### config.mk
export PLATFORM = sky130hd
export DESIGN_NAME = cri_interlock
export DESIGN_NICKNAME = d
export VERILOG_FILES = /design/src/pkg/cri_pkg.sv /design/src/verilog/cri_interlock.sv
export VERILOG_INCLUDE_DIRS = /design/src /design/src/pkg
export SDC_FILE = /design/constraint.sdc
export NUM_CORES = 1
export LEC_CHECK = 0
export BUFFER_PORTS_ARGS = -buffer_cell sky130_fd_sc_hd__buf_2
export CORE_MARGIN = 4
export CORE_UTILIZATION = 49
export CTS_CLUSTER_DIAMETER = 80
export CTS_CLUSTER_SIZE = 30
export DETAILED_ROUTE_END_ITERATION = 16
export MAX_ROUTING_LAYER = met4
export PLACE_DENSITY = 0.78
export SLEW_MARGIN = 20
export SYNTH_ARGS = -nofsm -noshare
export SYNTH_HDL_FRONTEND = slang
export SYNTH_SLANG_ARGS = --single-unit
### constraint.sdc
create_clock -name i_core_clk -period 3 [get_ports i_core_clk]
set_input_delay 0.15 -clock i_core_clk [delete_from_list [all_inputs] [get_ports i_core_clk]]
set_output_delay 0.15 -clock i_core_clk [all_outputs]
set_load 0.03 [all_outputs]
### src/pkg/cri_defines.svh
/*
  constants for the counter reset / output interlock block.
  assumes inclusion by bare name from the package and the design file.
*/
`ifndef CRI_DEFINES_SVH
`define CRI_DEFINES_SVH
`define CRI_COUNT_W 20
`define CRI_TIME_W 16
`define CRI_EDGE_NONE 2'h0
`define CRI_EDGE_ON 2'h1
`define CRI_EDGE_OFF 2'h2
`define CRI_EDGE_BOTH 2'h3
`define CRI_SRC_MAIN 2'h0
`define CRI_SRC_BATCH 2'h1
`define CRI_SRC_TOTAL 2'h2
`define CRI_CMP_LE 1'h0
`define CRI_CMP_GE 1'h1
`endif

### src/pkg/cri_pkg.sv
/*
  types for the counter reset / output interlock block.
  assumes cri_defines.svh is on the include path.
*/
`include "cri_defines.svh"
package cri_pkg;
  typedef logic [1:0] cri_edge_sel_t;
  typedef logic [1:0] cri_src_sel_t;
  typedef enum logic [0:0] {
    CRI_OUT_OFF = 1'b0,
    CRI_OUT_ON = 1'b1
  } cri_out_state_t;
endpackage

### src/verilog/cri_interlock.sv
/*
  counter reset / output interlock: main, batch and totalizer counters,
  the second output with its end conditions, and the counting freeze.
  assumes count, key, remote reset and first output are synchronous to
  i_core_clk; all option bits are plain static inputs.
  option inputs may change at any edge; counters and second output follow at the next edge, the limit and freeze flags at once.
*/
// Contract
// - second output ends on first-output edge choice
// - second output timed end when option set
// - main clears on chosen second-output edges
// - main clears on chosen first-output edges
// - key clears main when enabled and reset
// - remote reset clears main when enabled
// - second set point clears main when enabled
// - batch clears on chosen second-output edges
// - key clears batch when enabled and reset
// - remote reset clears batch when enabled
// - batch set point clears batch when enabled
// - totalizer clears on chosen second-output edges
// - key clears totalizer when enabled and reset
// - remote reset clears totalizer when enabled
// - totalizer set point clears it when enabled
// - first limit compare less or greater equal
// - first output active freezes counting optionally
// - second output active freezes counting optionally
// - selector picks second output activating set point
// - second output ends when condition invalid
`timescale 1ns/1ps
`include "cri_defines.svh"
module cri_interlock #(
  parameter int COUNT_W = `CRI_COUNT_W,
  parameter int TIME_W = `CRI_TIME_W
) (
  // clock and reset
  input wire logic i_core_clk,
  input wire logic i_rst,
  // counting and external events
  input wire logic i_count_pulse,
  input wire logic i_key_press,
  input wire logic i_key_is_reset,
  input wire logic i_remote_reset,
  input wire logic i_first_output,
  // limits
  input wire logic [COUNT_W-1:0] i_first_limit_value,
  input wire logic [COUNT_W-1:0] i_second_limit_value,
  input wire logic [COUNT_W-1:0] i_batch_limit_value,
  input wire logic [COUNT_W-1:0] i_total_limit_value,
  // second output options
  input wire cri_pkg::cri_edge_sel_t i_second_output_end_first,
  input wire logic i_second_output_end_timed,
  input wire logic i_second_output_end_invalid,
  input wire logic [TIME_W-1:0] i_second_output_on_time,
  input wire cri_pkg::cri_src_sel_t i_second_output_source_select,
  // main counter options
  input wire cri_pkg::cri_edge_sel_t i_main_clr_second,
  input wire cri_pkg::cri_edge_sel_t i_main_clr_first,
  input wire logic i_main_clr_key,
  input wire logic i_main_clr_remote,
  input wire logic i_main_clr_limit,
  // batch counter options
  input wire cri_pkg::cri_edge_sel_t i_batch_clr_second,
  input wire logic i_batch_clr_key,
  input wire logic i_batch_clr_remote,
  input wire logic i_batch_clr_limit,
  // totalizer options
  input wire cri_pkg::cri_edge_sel_t i_total_clr_second,
  input wire logic i_total_clr_key,
  input wire logic i_total_clr_remote,
  input wire logic i_total_clr_limit,
  // compare and freeze options
  input wire logic i_first_limit_compare_sense,
  input wire logic i_first_output_freeze_option,
  input wire logic i_second_output_freeze_option,
  // status
  output logic [COUNT_W-1:0] o_main_count,
  output logic [COUNT_W-1:0] o_batch_count,
  output logic [COUNT_W-1:0] o_total_count,
  output logic o_first_limit_reached,
  output logic o_second_output,
  output logic o_count_frozen
);
  import cri_pkg::*;

  // elaboration checks on the widths the logic can serve
  if (COUNT_W < 2 || COUNT_W > 32)
  begin : g_count_w_check
    $error("COUNT_W out of range");
  end
  if (TIME_W < 1 || TIME_W > 32)
  begin : g_time_w_check
    $error("TIME_W out of range");
  end

  // edge select applied to on/off pulses
  function automatic logic edge_hit(input cri_edge_sel_t sel, input logic rise, input logic fall);
    edge_hit = (sel[0] & rise) | (sel[1] & fall);
  endfunction

  // a set point counts as triggered once the count has reached it
  function automatic logic reached(input logic [COUNT_W-1:0] count, input logic [COUNT_W-1:0] limit);
    reached = (count >= limit);
  endfunction

  logic first_q;
  logic second_q;
  cri_out_state_t second_state_q;
  cri_out_state_t second_state_d;
  logic [TIME_W-1:0] on_timer_q;
  logic key_q;
  logic remote_q;
  logic first_rise, first_fall, second_rise, second_fall;
  logic key_pulse, remote_pulse;
  logic main_hit, batch_hit, total_hit, src_hit;
  logic freeze, count_en;
  logic main_clr, batch_clr, total_clr;
  logic timed_out, second_off;
  logic first_end, src_lost;

  // registered copies of the output states
  always_ff @(posedge i_core_clk or posedge i_rst)
  begin
    if (i_rst)
    begin
      first_q <= 1'b0;
      second_q <= 1'b0;
    end
    else
    begin
      first_q <= i_first_output;
      second_q <= (second_state_q == CRI_OUT_ON);
    end
  end

  // key and remote idle low, so a reset copy of 0 gives no false edge
  always_ff @(posedge i_core_clk or posedge i_rst)
  begin
    if (i_rst)
    begin
      key_q <= 1'b0;
      remote_q <= 1'b0;
    end
    else
    begin
      key_q <= i_key_press;
      remote_q <= i_remote_reset;
    end
  end

  assign first_rise = i_first_output & ~first_q;
  assign first_fall = ~i_first_output & first_q;
  assign second_rise = (second_state_q == CRI_OUT_ON) & ~second_q;
  assign second_fall = (second_state_q == CRI_OUT_OFF) & second_q;
  assign key_pulse = i_key_press & ~key_q & i_key_is_reset;
  assign remote_pulse = i_remote_reset & ~remote_q;

  // set point reach
  assign main_hit = reached(o_main_count, i_second_limit_value);
  assign batch_hit = reached(o_batch_count, i_batch_limit_value);
  assign total_hit = reached(o_total_count, i_total_limit_value);

  // first limit compare sense
  // combinational, follows the count in the same cycle
  always_comb
  begin
    if (i_first_limit_compare_sense == `CRI_CMP_GE)
      o_first_limit_reached = (o_main_count >= i_first_limit_value);
    else
      o_first_limit_reached = (o_main_count <= i_first_limit_value);
  end

  // activating set point select
  // selector value 3 never activates the output
  always_comb
  begin
    unique case (i_second_output_source_select)
      `CRI_SRC_MAIN: src_hit = main_hit;
      `CRI_SRC_BATCH: src_hit = batch_hit;
      `CRI_SRC_TOTAL: src_hit = total_hit;
      default: src_hit = 1'b0;
    endcase
  end

  assign timed_out = i_second_output_end_timed && (on_timer_q >= i_second_output_on_time);

  // first-output edges that end the second output
  assign first_end = edge_hit(i_second_output_end_first, first_rise, first_fall);
  // the selected condition no longer holds
  assign src_lost = i_second_output_end_invalid & ~src_hit;

  assign second_off = first_end | timed_out | src_lost;

  // turn on when the selected set point is reached
  // an ending first-output edge in the same cycle keeps it off
  always_comb
  begin
    second_state_d = second_state_q;
    unique case (second_state_q)
      CRI_OUT_OFF:
      begin
        if (src_hit && !first_end)
          second_state_d = CRI_OUT_ON;
      end
      CRI_OUT_ON:
      begin
        if (second_off)
          second_state_d = CRI_OUT_OFF;
      end
    endcase
  end

  always_ff @(posedge i_core_clk or posedge i_rst)
  begin
    if (i_rst)
      second_state_q <= CRI_OUT_OFF;
    else
      second_state_q <= second_state_d;
  end

  always_ff @(posedge i_core_clk or posedge i_rst)
  begin
    if (i_rst)
      on_timer_q <= '0;
    else if (second_state_q == CRI_OUT_OFF)
      on_timer_q <= '0;
    // saturates so a long on-time cannot wrap and restart
    else if (on_timer_q != {TIME_W{1'b1}})
      on_timer_q <= on_timer_q + 1'b1;
  end

  // counting freeze
  // a level: counts arriving while it is high are lost
  assign freeze = (i_first_output_freeze_option & i_first_output)
    | (i_second_output_freeze_option & (second_state_q == CRI_OUT_ON));
  assign count_en = i_count_pulse & ~freeze;

  // main clear sources
  // any enabled source clears; no priority among them
  assign main_clr = edge_hit(i_main_clr_second, second_rise, second_fall)
    | edge_hit(i_main_clr_first, first_rise, first_fall)
    | (i_main_clr_key & key_pulse)
    | (i_main_clr_remote & remote_pulse)
    | (i_main_clr_limit & main_hit);

  assign batch_clr = edge_hit(i_batch_clr_second, second_rise, second_fall)
    | (i_batch_clr_key & key_pulse)
    | (i_batch_clr_remote & remote_pulse)
    | (i_batch_clr_limit & batch_hit);

  assign total_clr = edge_hit(i_total_clr_second, second_rise, second_fall)
    | (i_total_clr_key & key_pulse)
    | (i_total_clr_remote & remote_pulse)
    | (i_total_clr_limit & total_hit);

  // clear beats count
  // counters wrap at the counter width
  always_ff @(posedge i_core_clk or posedge i_rst)
  begin
    if (i_rst)
      o_main_count <= '0;
    else if (main_clr)
      o_main_count <= '0;
    else if (count_en)
      o_main_count <= o_main_count + 1'b1;
  end

  // batch advances each time the main counter reaches its set point
  // clear wins here too; main count + 1 wraps like the count
  always_ff @(posedge i_core_clk or posedge i_rst)
  begin
    if (i_rst)
      o_batch_count <= '0;
    else if (batch_clr)
      o_batch_count <= '0;
    else if (count_en && (o_main_count + 1'b1 == i_second_limit_value))
      o_batch_count <= o_batch_count + 1'b1;
  end

  always_ff @(posedge i_core_clk or posedge i_rst)
  begin
    if (i_rst)
      o_total_count <= '0;
    else if (total_clr)
      o_total_count <= '0;
    else if (count_en)
      o_total_count <= o_total_count + 1'b1;
  end

  // the output is the state flop itself, so it never glitches
  assign o_second_output = (second_state_q == CRI_OUT_ON);
  assign o_count_frozen = freeze;

endmodule

==> results of run 1 <==
synthesized netlist by cell type (4+ instances only):
library cell	number
a211oi_1	11
nand2_1	57
o21ai_0	24
nor3_1	10
a22oi_1	4
and4_1	6
xnor2_1	31
nand2b_1	7
a31o_2	4
nand3_1	26
dfrtp_1	81
nor2b_1	12
o2111ai_1	4
clkbuf_1	10
inv_1	114
a211o_1	6
xor2_1	38
nand4_1	35
and3_1	12
o31ai_1	5
or3_1	11
a21oi_1	43
ha_1	100
a21o_1	31
nor2_1	76
a31oi_1	6
or4_1	8
worst max path at each step:
stage | startpoint | endpoint | cells after the start
CTS | o_main_count[0]$_DFFE_PP0P_ | o_batch_count[4]$_DFFE_PP0P_ | 9
global placement | o_main_count[0]$_DFFE_PP0P_ | o_batch_count[4]$_DFFE_PP0P_ | 9
finish | o_main_count[0]$_DFFE_PP0P_ | o_batch_count[4]$_DFFE_PP0P_ | 9
global route | o_main_count[0]$_DFFE_PP0P_ | o_batch_count[4]$_DFFE_PP0P_ | 10
detailed placement | o_main_count[0]$_DFFE_PP0P_ | o_batch_count[4]$_DFFE_PP0P_ | 9
floorplan | o_main_count[8]$_DFFE_PP0P_ | o_batch_count[5]$_DFFE_PP0P_ | 10
kinds of logic (layout without fill, tap and decap cells):
| group | count (synthesis) | count (layout) |
|---|---|---|
| flops | 81 | 81 |
| simple gates | 287 | 288 |
| buf+inv | 131 | 389 |
| xor+xnor | 69 | 69 |
| fa+ha+maj | 100 | 100 |
| compound gates | 162 | 162 |
| mux | 3 | 3 |
| other cells | 0 | 1 |
cell type report:
type,count,area share (%)
Antenna cell,1,0.0272
Clock buffer,11,2.64
Clock inverter,5,0.857
Inverter,114,4.66
Multi-Input combinational cell,622,50.9
Sequential cell,81,22.2
Tap cell,180,2.45
Timing Repair Buffer,259,16.3
report_power, final:
group / leakage, uW / switching (uW) / total, uW / internal (uW)
Sequential: 0.00110 / 44.4 / 1170 / 1120
Clock: 0.000159 / 457 / 1210 / 750
Combinational: 0.00388 / 400 / 710 / 310
metal layers:
metal | part of all wire, % | wire (um) | vias up | track usage [%]
met5 | 0 | 0 | - | -
met4 | 1.6 | 318 | 0 | 6.18
met3 | 5.4 | 1090 | 26 | 4.58
met2 | 50 | 10100 | 186 | 40.6
met1 | 43 | 8630 | 3292 | 30.2
li1 | - | - | 3450 | -
critical path, cell delays in order, from the launching register on:
cell and delay, ns:
dfrtp_2 0.44, ha_4 0.20, a21bo_2 0.23, a211oi_2 0.24, o2111ai_2 0.16, nor4_4 0.31, nand2_1 0.13, or4_4 0.59
or4_4 0.43, a21oi_2 0.14
state kept, by name, summed over array words and instances, names as in the netlist:
signal           flops
remote_q             1
on_timer_q          16
second_q             1
o_second_output      1
o_main_count        20
first_q              1
o_total_count       20
key_q                1
o_batch_count       20
through the flow:
step                      power (uW)  TNS (ns)  instance area [um^2]  hold WS (ns)
after floorplan                 1580         0                  7070         0.181
after global placement          1840   -0.0866                  8600         0.196
after detailed placement        1850    -0.252                  8600         0.199
after CTS                       3080   -0.0155                  8980         0.215
after global routing            3240    -0.448                  9200         0.217
final                           3090         0                  9200         0.227
timing repair:
| item | in CTS | in global routing |
|---|---|---|
| hold buffers | 5 | 0 |
| endpoints found under the hold margin | 30 | 0 |
| setup endpoints to repair | 6 | 31 |
| gates cloned | 0 | 2 |
| setup buffers | 0 | 5 |
| pin swaps | 1 | 18 |
| gates resized for setup | 2 | 34 |
==> out/qor.yml, run 1 <==
clocking:
  cts_tree: "built"
  insertion_delay_ns: 0.35
  cts_htree_levels: 3
  clk_pin_slew_ns: 0.06
  cts_sinks: 81
  root_buffer: "clkbuf_16"
  clockBufferDepth: 2
  numCtsBuffers: 9
routing:
  routedWlPerCell_um: 15.8
  firstDrtPassIters: 5
  final_antenna_net_count: 0
  viasPerCell: 5.46
  drc: 0
  drtIter0Drc: 443
  vias: 6954
  detail_route.wirelength_mm: 20.1
synth:
  synth.mux.area_fraction_pct: 0.445
  synth-compound-area-share_pct: 15.4
  synth_top_family_by_area: "simple AND/OR/NAND/NOR gates"
  synth_warnings: 0
  yosysTopAreaCellShare_pct: 28.8
  synth-xor-area-share_pct: 8.59
  synth_cell_types: 62
  syn_nets: 1062
  synth_edf_count: 0
  syn_inst: 833
  syn_avg_cell_area_um2: 8.44
  ys.flop_type: "dfrtp_1"
  ys_ff_latch: 81
  seq_area_frac_synth_pct: 28.8
  synth-async-reset-ratio_pct: 100
  synthAdderAreaFrac_pct: 17.8
  syn_area_um2: 7030
  synth_area_leaders: "dfrtp_1, ha_1, inv_1"
  yosysTopAreaCell: "dfrtp_1"
  synth-simple-area-share_pct: 21.6
worst_setup_path:
  worstSetupPathType: "flip-flop to flip-flop"
  timing.rr.start: "o_main_count[0]$_DFFE_PP0P_"
  cp.arrival_ns: 3.22
  crit_path_start_kind: "flip-flop"
  crit_fanout: 6
  rr_endpoint: "o_batch_count[4]$_DFFE_PP0P_"
  crit_required_ns: 3.28
  worstRegToRegCells: 9
  end_kind: "flip-flop"
  reg2reg_slack_ns: 0.05
sta:
  fin_skew_ns: 0.00576
  period_needed_ns: 2.95
  setup_viol: 0
  finalCritPeriodShare_pct: 98.2
  setup_ws_ns: 0.0532
  max_slew.worst_pin.slew_ns: 0.597
  drv_slew: 0
  fmax_mhz: 339
  hold_viol: 0
  slew_headroom_pct: 59.6
  rsz0062_at_grt: "true"
finish:
  final_cells: 1273
  regArea_um2: 2040
  fin_nets: 1316
  fillers: 1210
  drive_gt1_share_pct: 29.9
  layout_common_cells: "buf_2, inv_1, ha_1"
  final_common_cell: "buf_2"
  area_growth_pct: 30.9
  multi_input_comb_area_um2: 4680
  utilization_pct: 65.8
place:
  place_ws_ns: -0.110
  dp_hpwl_mm: 15.7
  gp_congestion: 0.983
  portBuffers: 191
  dp.cells: 1244
grt:
  grt_max_degree: 56
  grt.total_usage_pct: 24.2
  grt_pass1_vias: 6650
  antenna_found_initial: 0
  grt_first_pass_wirelength_mm: 31.5
  gr-total-overflow: 0
worst_hold_path:
  hold_path_startpoint: "i_second_output_source_select[1]"
  hold_class: "primary input to flip-flop"
  hold_end: "o_second_output$_DFF_PP0_"
  holdPathStages: 3
die:
  die_h_um: 128
  ioPinCount: 192
  die_w_um: 128
  rows: 43
  core_area_um2: 14000
  initial_core_util_pct: 50.3
  die_area_um2: 16300
status:
  status: "complete, no violations"
power:
  power_density_nw_per_um2: 335
  p_leak_uw: 0.00513
  peakVddDrop_v: 0.000336
flow_run:
  maxCapViolations: 0
Power figures use the tool's default switching activity.
==> inputs of run 2 (changes only) <==
CORE_MARGIN = default   (was 4)
CTS_CLUSTER_DIAMETER = 50   (was 80)
==> out/qor.yml, run 2 (synthesized netlist as in run 1, its figures left out) <==
power:
  power_density_nw_per_um2: 315  # -6.0%
  p_leak_uw: 0.00515  # +0.29%
  peakVddDrop_v: 0.000293  # -13%
worst_setup_path:
  end_kind: "flip-flop"
  crit_required_ns: 3.26  # -0.02 ns
  timing.rr.start: "o_main_count[1]$_DFFE_PP0P_"
  worstSetupPathType: "flip-flop to flip-flop"
  worstRegToRegCells: 11  # +2
  cp.arrival_ns: 3.31  # +0.09 ns
  rr_endpoint: "o_batch_count[17]$_DFFE_PP0P_"
  reg2reg_slack_ns: -0.05  # -0.10 ns
  crit_fanout: 5  # -1
  crit_path_start_kind: "flip-flop"
grt:
  grt_max_degree: 46  # -18%
  grt_pass1_vias: 6451  # -3.0%
  gr-total-overflow: 0  # unchanged
  grt.total_usage_pct: 26.9  # +2.7 points
  antenna_found_initial: 0  # unchanged
  grt_first_pass_wirelength_mm: 30.5  # -3.3%
finish:
  area_growth_pct: 30.3
  final_cells: 1277  # +0.31%
  layout_common_cells: "buf_2, inv_1, ha_1"
  postLayoutCellArea_um2: 9160  # -0.44%
  antenna_cells: 0  # -1
  final_common_cell: "buf_2"
  fin_nets: 1321  # +0.38%
  drive_gt1_share_pct: 29.9  # -0.045 points
  reg_top3: "o_batch_count: 20 flops, o_main_count: 20 flops, o_total_count: 20 flops"
routing:
  final_antenna_net_count: 0  # unchanged
  viasPerCell: 5.48  # +0.30%
  detail_route.wirelength_mm: 19.5  # -3.1%
  drtIter0Drc: 392  # -12%
  routedWlPerCell_um: 15.2  # -3.4%
  vias: 6997  # +0.62%
  drc: 0  # unchanged
  firstDrtPassIters: 5  # unchanged
sta:
  rsz0062_at_grt: "true"
  finalCritPeriodShare_pct: 102  # +3.4 points
  worst_hold_slack_ns: 0.0149  # -0.212 ns
  drv_slew: 0  # unchanged
  slew_headroom_pct: 53.1  # -6.6 points
  fmax_mhz: 328  # -3.3%
  setup_ws_ns: -0.0489  # -0.102 ns
  max_slew.worst_pin.slew_ns: 0.703  # +0.106 ns
  fin_skew_ns: 0.00829  # +0.00253 ns
  hold_viol: 0  # unchanged
  setup_viol: 5  # +5
  period_needed_ns: 3.05  # +0.102 ns
clocking:
  numCtsBuffers: 9  # unchanged
  cts_htree_levels: 3  # unchanged
  clockBufferDepth: 2  # unchanged
  cts_tree: "built"
  root_buffer: "clkbuf_16"
  clk_pin_slew_ns: 0.07  # about the same
  insertion_delay_ns: 0.34  # about the same
  cts_sinks: 81  # unchanged
flow_run:
  maxCapViolations: 0  # unchanged
worst_hold_path:
  hold_end: "o_second_output$_DFF_PP0_"
  hold_path_startpoint: "i_second_output_end_timed"
  holdPathStages: 2  # -1
  hold_class: "primary input to flip-flop"
die:
  initial_core_util_pct: 50.5  # +0.19 points
  rows: 43  # unchanged
  die_h_um: 122  # -4.7%
  die_area_um2: 14800  # -9.2%
  ioPinCount: 192  # unchanged
  die_w_um: 122  # -4.7%
  core_area_um2: 13900  # -0.38%
status:
  status: "finished with violations"
  violations: "setup timing"
place:
  placed_area_um2: 8620  # +0.17%
  gp_congestion: 0.929  # -5.5%
  portBuffers: 191  # unchanged
  dp_hpwl_mm: 15.1  # -4.0%
  dp.cells: 1246  # +0.16%
run 2: cell types whose count changed in the layout (fill, tap and decap cells not counted), moves of 2 or more:
cell	delta
bufinv_16	-2
buf_4	+8
a21oi_2	-3
a21oi_1	+3
buf_6	-2
run 2: how the worst max path moves through the flow:
stage / start / to / slack, ns
CTS: o_main_count[0]$_DFFE_PP0P_ / o_batch_count[4]$_DFFE_PP0P_ / -0.007
global route: o_main_count[1]$_DFFE_PP0P_ / o_batch_count[10]$_DFFE_PP0P_ / -0.12
floorplan: o_main_count[8]$_DFFE_PP0P_ / o_batch_count[5]$_DFFE_PP0P_ / 0.001
finish: o_main_count[1]$_DFFE_PP0P_ / o_batch_count[17]$_DFFE_PP0P_ / -0.05
detailed placement: o_main_count[0]$_DFFE_PP0P_ / o_batch_count[4]$_DFFE_PP0P_ / -0.09
global placement: o_main_count[0]$_DFFE_PP0P_ / o_batch_count[4]$_DFFE_PP0P_ / -0.03
run 2: metrics by stage:
step                      total power [uW]  worst slack, ns  util (%)   TNS, ns
after global placement                1830          -0.0293      61.8   -0.0534
after floorplan                       1580         0.000988         -         0
after global routing                  3040           -0.121      65.8    -0.658
after detailed placement              1850          -0.0903      61.8    -0.231
final                                 2890          -0.0489      65.8    -0.137
after CTS                             2890         -0.00726      64.2  -0.00726
run 2: where the power goes:
part           switching (uW)  internal (uW)  leakage (uW)  total, uW
Combinational             390            304       0.00391        694
Sequential               41.5           1120       0.00110       1170
Clock                     448            581      0.000135       1030
run 2: worst max-delay path, cell delays in order, from the launching register on:
cell	delay, ns
dfrtp_2	0.40
buf_4	0.12
nand4_1	0.21
buf_4	0.22
or3_4	0.35
xnor2_2	0.16
a21oi_2	0.18
nand3_1	0.12
buf_4	0.17
or4_4	0.56
or3_1	0.36
a21oi_1	0.12
run 2: what timing repair did:
action,4_1_cts,5_1_grt
pin swaps,1,14
cloned,0,1
gates resized for setup,3,27
setup endpoints to repair,19,33
setup buffers,0,10
hold buffers,4,0
endpoints found under the hold margin,39,0
run 2: layout make-up:
type                            count  area (um^2)
Timing Repair Buffer              264         1540
Fill cell                        1230         4770
Inverter                          114          429
Tap cell                          180          225
Clock inverter                      5         31.3
Clock buffer                       11          243
Sequential cell                    81         2040
Multi-Input combinational cell    622         4650
run 2: layer usage:
layer / global-route usage [%] / wire (um) / share of wire [%]
met3: 3.46 / 926 / 4.8
met4: 10.7 / 391 / 2.0
met2: 43.5 / 9460 / 49
met1: 34.0 / 8680 / 45
met5: - / 0 / 0
==> inputs of run 3 (changes only) <==
HOLD_SLACK_MARGIN = 0.05   (was default)
PLACE_DENSITY = 0.81   (was 0.78)
==> out/qor.yml, run 3 (synthesized netlist as in run 1, its figures left out) <==
status:
  status: "complete, no violations"
worst_setup_path:
  startpoint: "o_main_count[0]$_DFFE_PP0P_"
  timing.rr.start: "o_main_count[0]$_DFFE_PP0P_"
  worstSetupPathType: "flip-flop to flip-flop"
  crit_path_start_kind: "flip-flop"
  rr_endpoint: "o_batch_count[4]$_DFFE_PP0P_"
  crit_required_ns: 3.27  # about the same
  reg2reg_slack_ns: 0.06  # +0.11 ns
  worstRegToRegCells: 9  # -2
  crit_fanout: 10  # +5
  cp.arrival_ns: 3.21  # -0.10 ns
  end_kind: "flip-flop"
sta:
  finalCritPeriodShare_pct: 98.1  # -3.5 points
  worst_hold_slack_ns: 0.196  # +0.182 ns
  tns_ns: 0  # +0.137 ns
  drv_slew: 0  # unchanged
  rsz0062_at_grt: "true"
  fin_skew_ns: 0.00887  # +0.000586 ns
  setup_viol: 0  # -5
  max_slew.worst_pin.slew_ns: 0.739  # +0.0357 ns
  slew_headroom_pct: 50.1  # -3.0 points
  fmax_mhz: 340  # +3.6%
  period_needed_ns: 2.94  # -0.106 ns
  hold_viol: 0  # unchanged
routing:
  drtIter0Drc: 336  # -14%
  firstDrtPassIters: 5  # unchanged
  drc: 0  # unchanged
  routedWlPerCell_um: 15.1  # -0.70%
  detail_route.wirelength_mm: 19.3  # -0.78%
  vias: 6911  # -1.2%
  final_antenna_net_count: 0  # unchanged
  viasPerCell: 5.42  # -1.2%
grt:
  grt_first_pass_wirelength_mm: 31.0  # +1.9%
  grt.total_usage_pct: 27.5  # +0.60 points
  grt_pass1_vias: 6655  # +3.2%
  grt_max_degree: 82  # +78%
  antenna_found_initial: 1  # +1
  gr-total-overflow: 0  # unchanged
clocking:
  root_buffer: "clkbuf_16"
  cts_htree_levels: 3  # unchanged
  insertion_delay_ns: 0.35  # about the same
  cts_tree: "built"
  clk_pin_slew_ns: 0.07  # about the same
  numCtsBuffers: 9  # unchanged
  cts_sinks: 81  # unchanged
  clockBufferDepth: 2  # unchanged
worst_hold_path:
  hold_end: "o_second_output$_DFF_PP0_"
  hold_class: "primary input to flip-flop"
  hold_path_startpoint: "i_second_output_source_select[1]"
  holdPathStages: 3  # +1
die:
  die_h_um: 122  # unchanged
  core_area_um2: 13900  # unchanged
  rows: 43  # unchanged
  die_area_um2: 14800  # unchanged
  initial_core_util_pct: 50.5  # unchanged
  die_w_um: 122  # unchanged
  ioPinCount: 192  # unchanged
power:
  sw_frac_of_total_pct: 29.4  # -1.1 points
  intPower_uw: 2180  # +8.3%
  p_leak_uw: 0.00513  # -0.28%
  p_comb_share_pct: 22.6  # -1.4 points
  power_density_nw_per_um2: 337  # +6.8%
  total_power_uw: 3080  # +6.6%
  power_frac_clock_pct: 39.5  # +3.9 points
  p_switching_uw: 906  # +2.9%
  seqPwrFrac_pct: 37.9  # -2.5 points
  peakVddDrop_v: 0.000227  # -22%
place:
  dp_hpwl_mm: 15.2  # +0.95%
  portBuffers: 191  # unchanged
  dp.cells: 1251  # +0.40%
  gp_congestion: 0.951  # +2.3%
finish:
  fin_nets: 1319  # -0.15%
  utilization_pct: 65.7  # about the same
  area_growth_pct: 30.2  # about the same
  layout_common_cells: "buf_2, inv_1, ha_1"
  final_cells: 1276  # -0.078%
  fillers: 1209  # -1.7%
  final_common_cell: "buf_2"
  reg_top3: "o_batch_count: 20 flops, o_main_count: 20 flops, o_total_count: 20 flops"
  drive_gt1_share_pct: 29.3  # -0.58 points
flow_run:
  maxCapViolations: 0  # unchanged
==> run 3: worst max-delay path, cell delays in order (launching register included) <==
cell       delay (ns)
dfrtp_2          0.44
ha_4             0.19
a21bo_2          0.22
a211oi_2         0.25
o2111ai_2        0.16
nor4_4           0.34
nand2_1          0.09
or4_4            0.55
or4_4            0.50
a21oi_2          0.13
==> run 3: worst max-delay path by stage <==
stage          slack, ns                           end
2_1_floorplan      0.001  o_batch_count[5]$_DFFE_PP0P_
3_3_place_gp       -0.07  o_batch_count[4]$_DFFE_PP0P_
3_5_place_dp       -0.12  o_batch_count[4]$_DFFE_PP0P_
4_1_cts            0.002  o_batch_count[4]$_DFFE_PP0P_
5_1_grt            -0.06  o_batch_count[9]$_DFFE_PP0P_
6_report            0.06  o_batch_count[4]$_DFFE_PP0P_
==> run 3: repair_timing <==
item / CTS / global route
gates resized for setup: 7 / 14
endpoints found under the setup margin: 20 / 32
hold endpoints to repair: 85 / 0
cloned: 0 / 1
pin swaps: 1 / 12
buffers inserted: 0 / 2
hold buffers: 5 / 0
==> run 3: power by group through the flow <==
stage                     logic [uW]  clock network [uW]  registers [uW]
after detailed placement         666                   0            1190
final                            695                1220            1170
after CTS                        680                1240            1170
after floorplan                  344                   0            1230
after global routing             772                1270            1170
after global placement           648                   0            1190
==> run 3: metal layers <==
| layer | up-vias | part of all wire, % | track usage (%) |
|---|---|---|---|
| met2 | 197 | 49 | 47.4 |
| met3 | 33 | 4.5 | 3.75 |
| met5 | - | 0 | - |
| li1 | 3455 | - | - |
| met4 | 0 | 2.1 | 9.95 |
| met1 | 3226 | 44 | 32.6 |
==> run 3: metrics by stage <==
stage               setup slack (ns)  cell area (um^2)
floorplan                   0.000988              7070
global placement             -0.0733              8660
detailed placement            -0.123              8660
CTS                          0.00213              9060
global route                 -0.0584              9150
finish                        0.0570              9150
==> run 3: area by class of cell <==
cell class,instances,area (um^2),share of cell area (%)
antenna,1,2.50,0.0273
clock buffer,11,243,2.65
clock inverter,5,78.8,0.861
inverter,114,429,4.69
multi-input combinational,621,4610,50.4
sequential,81,2040,22.3
tap,180,225,2.46
timing repair buffer,263,1520,16.6
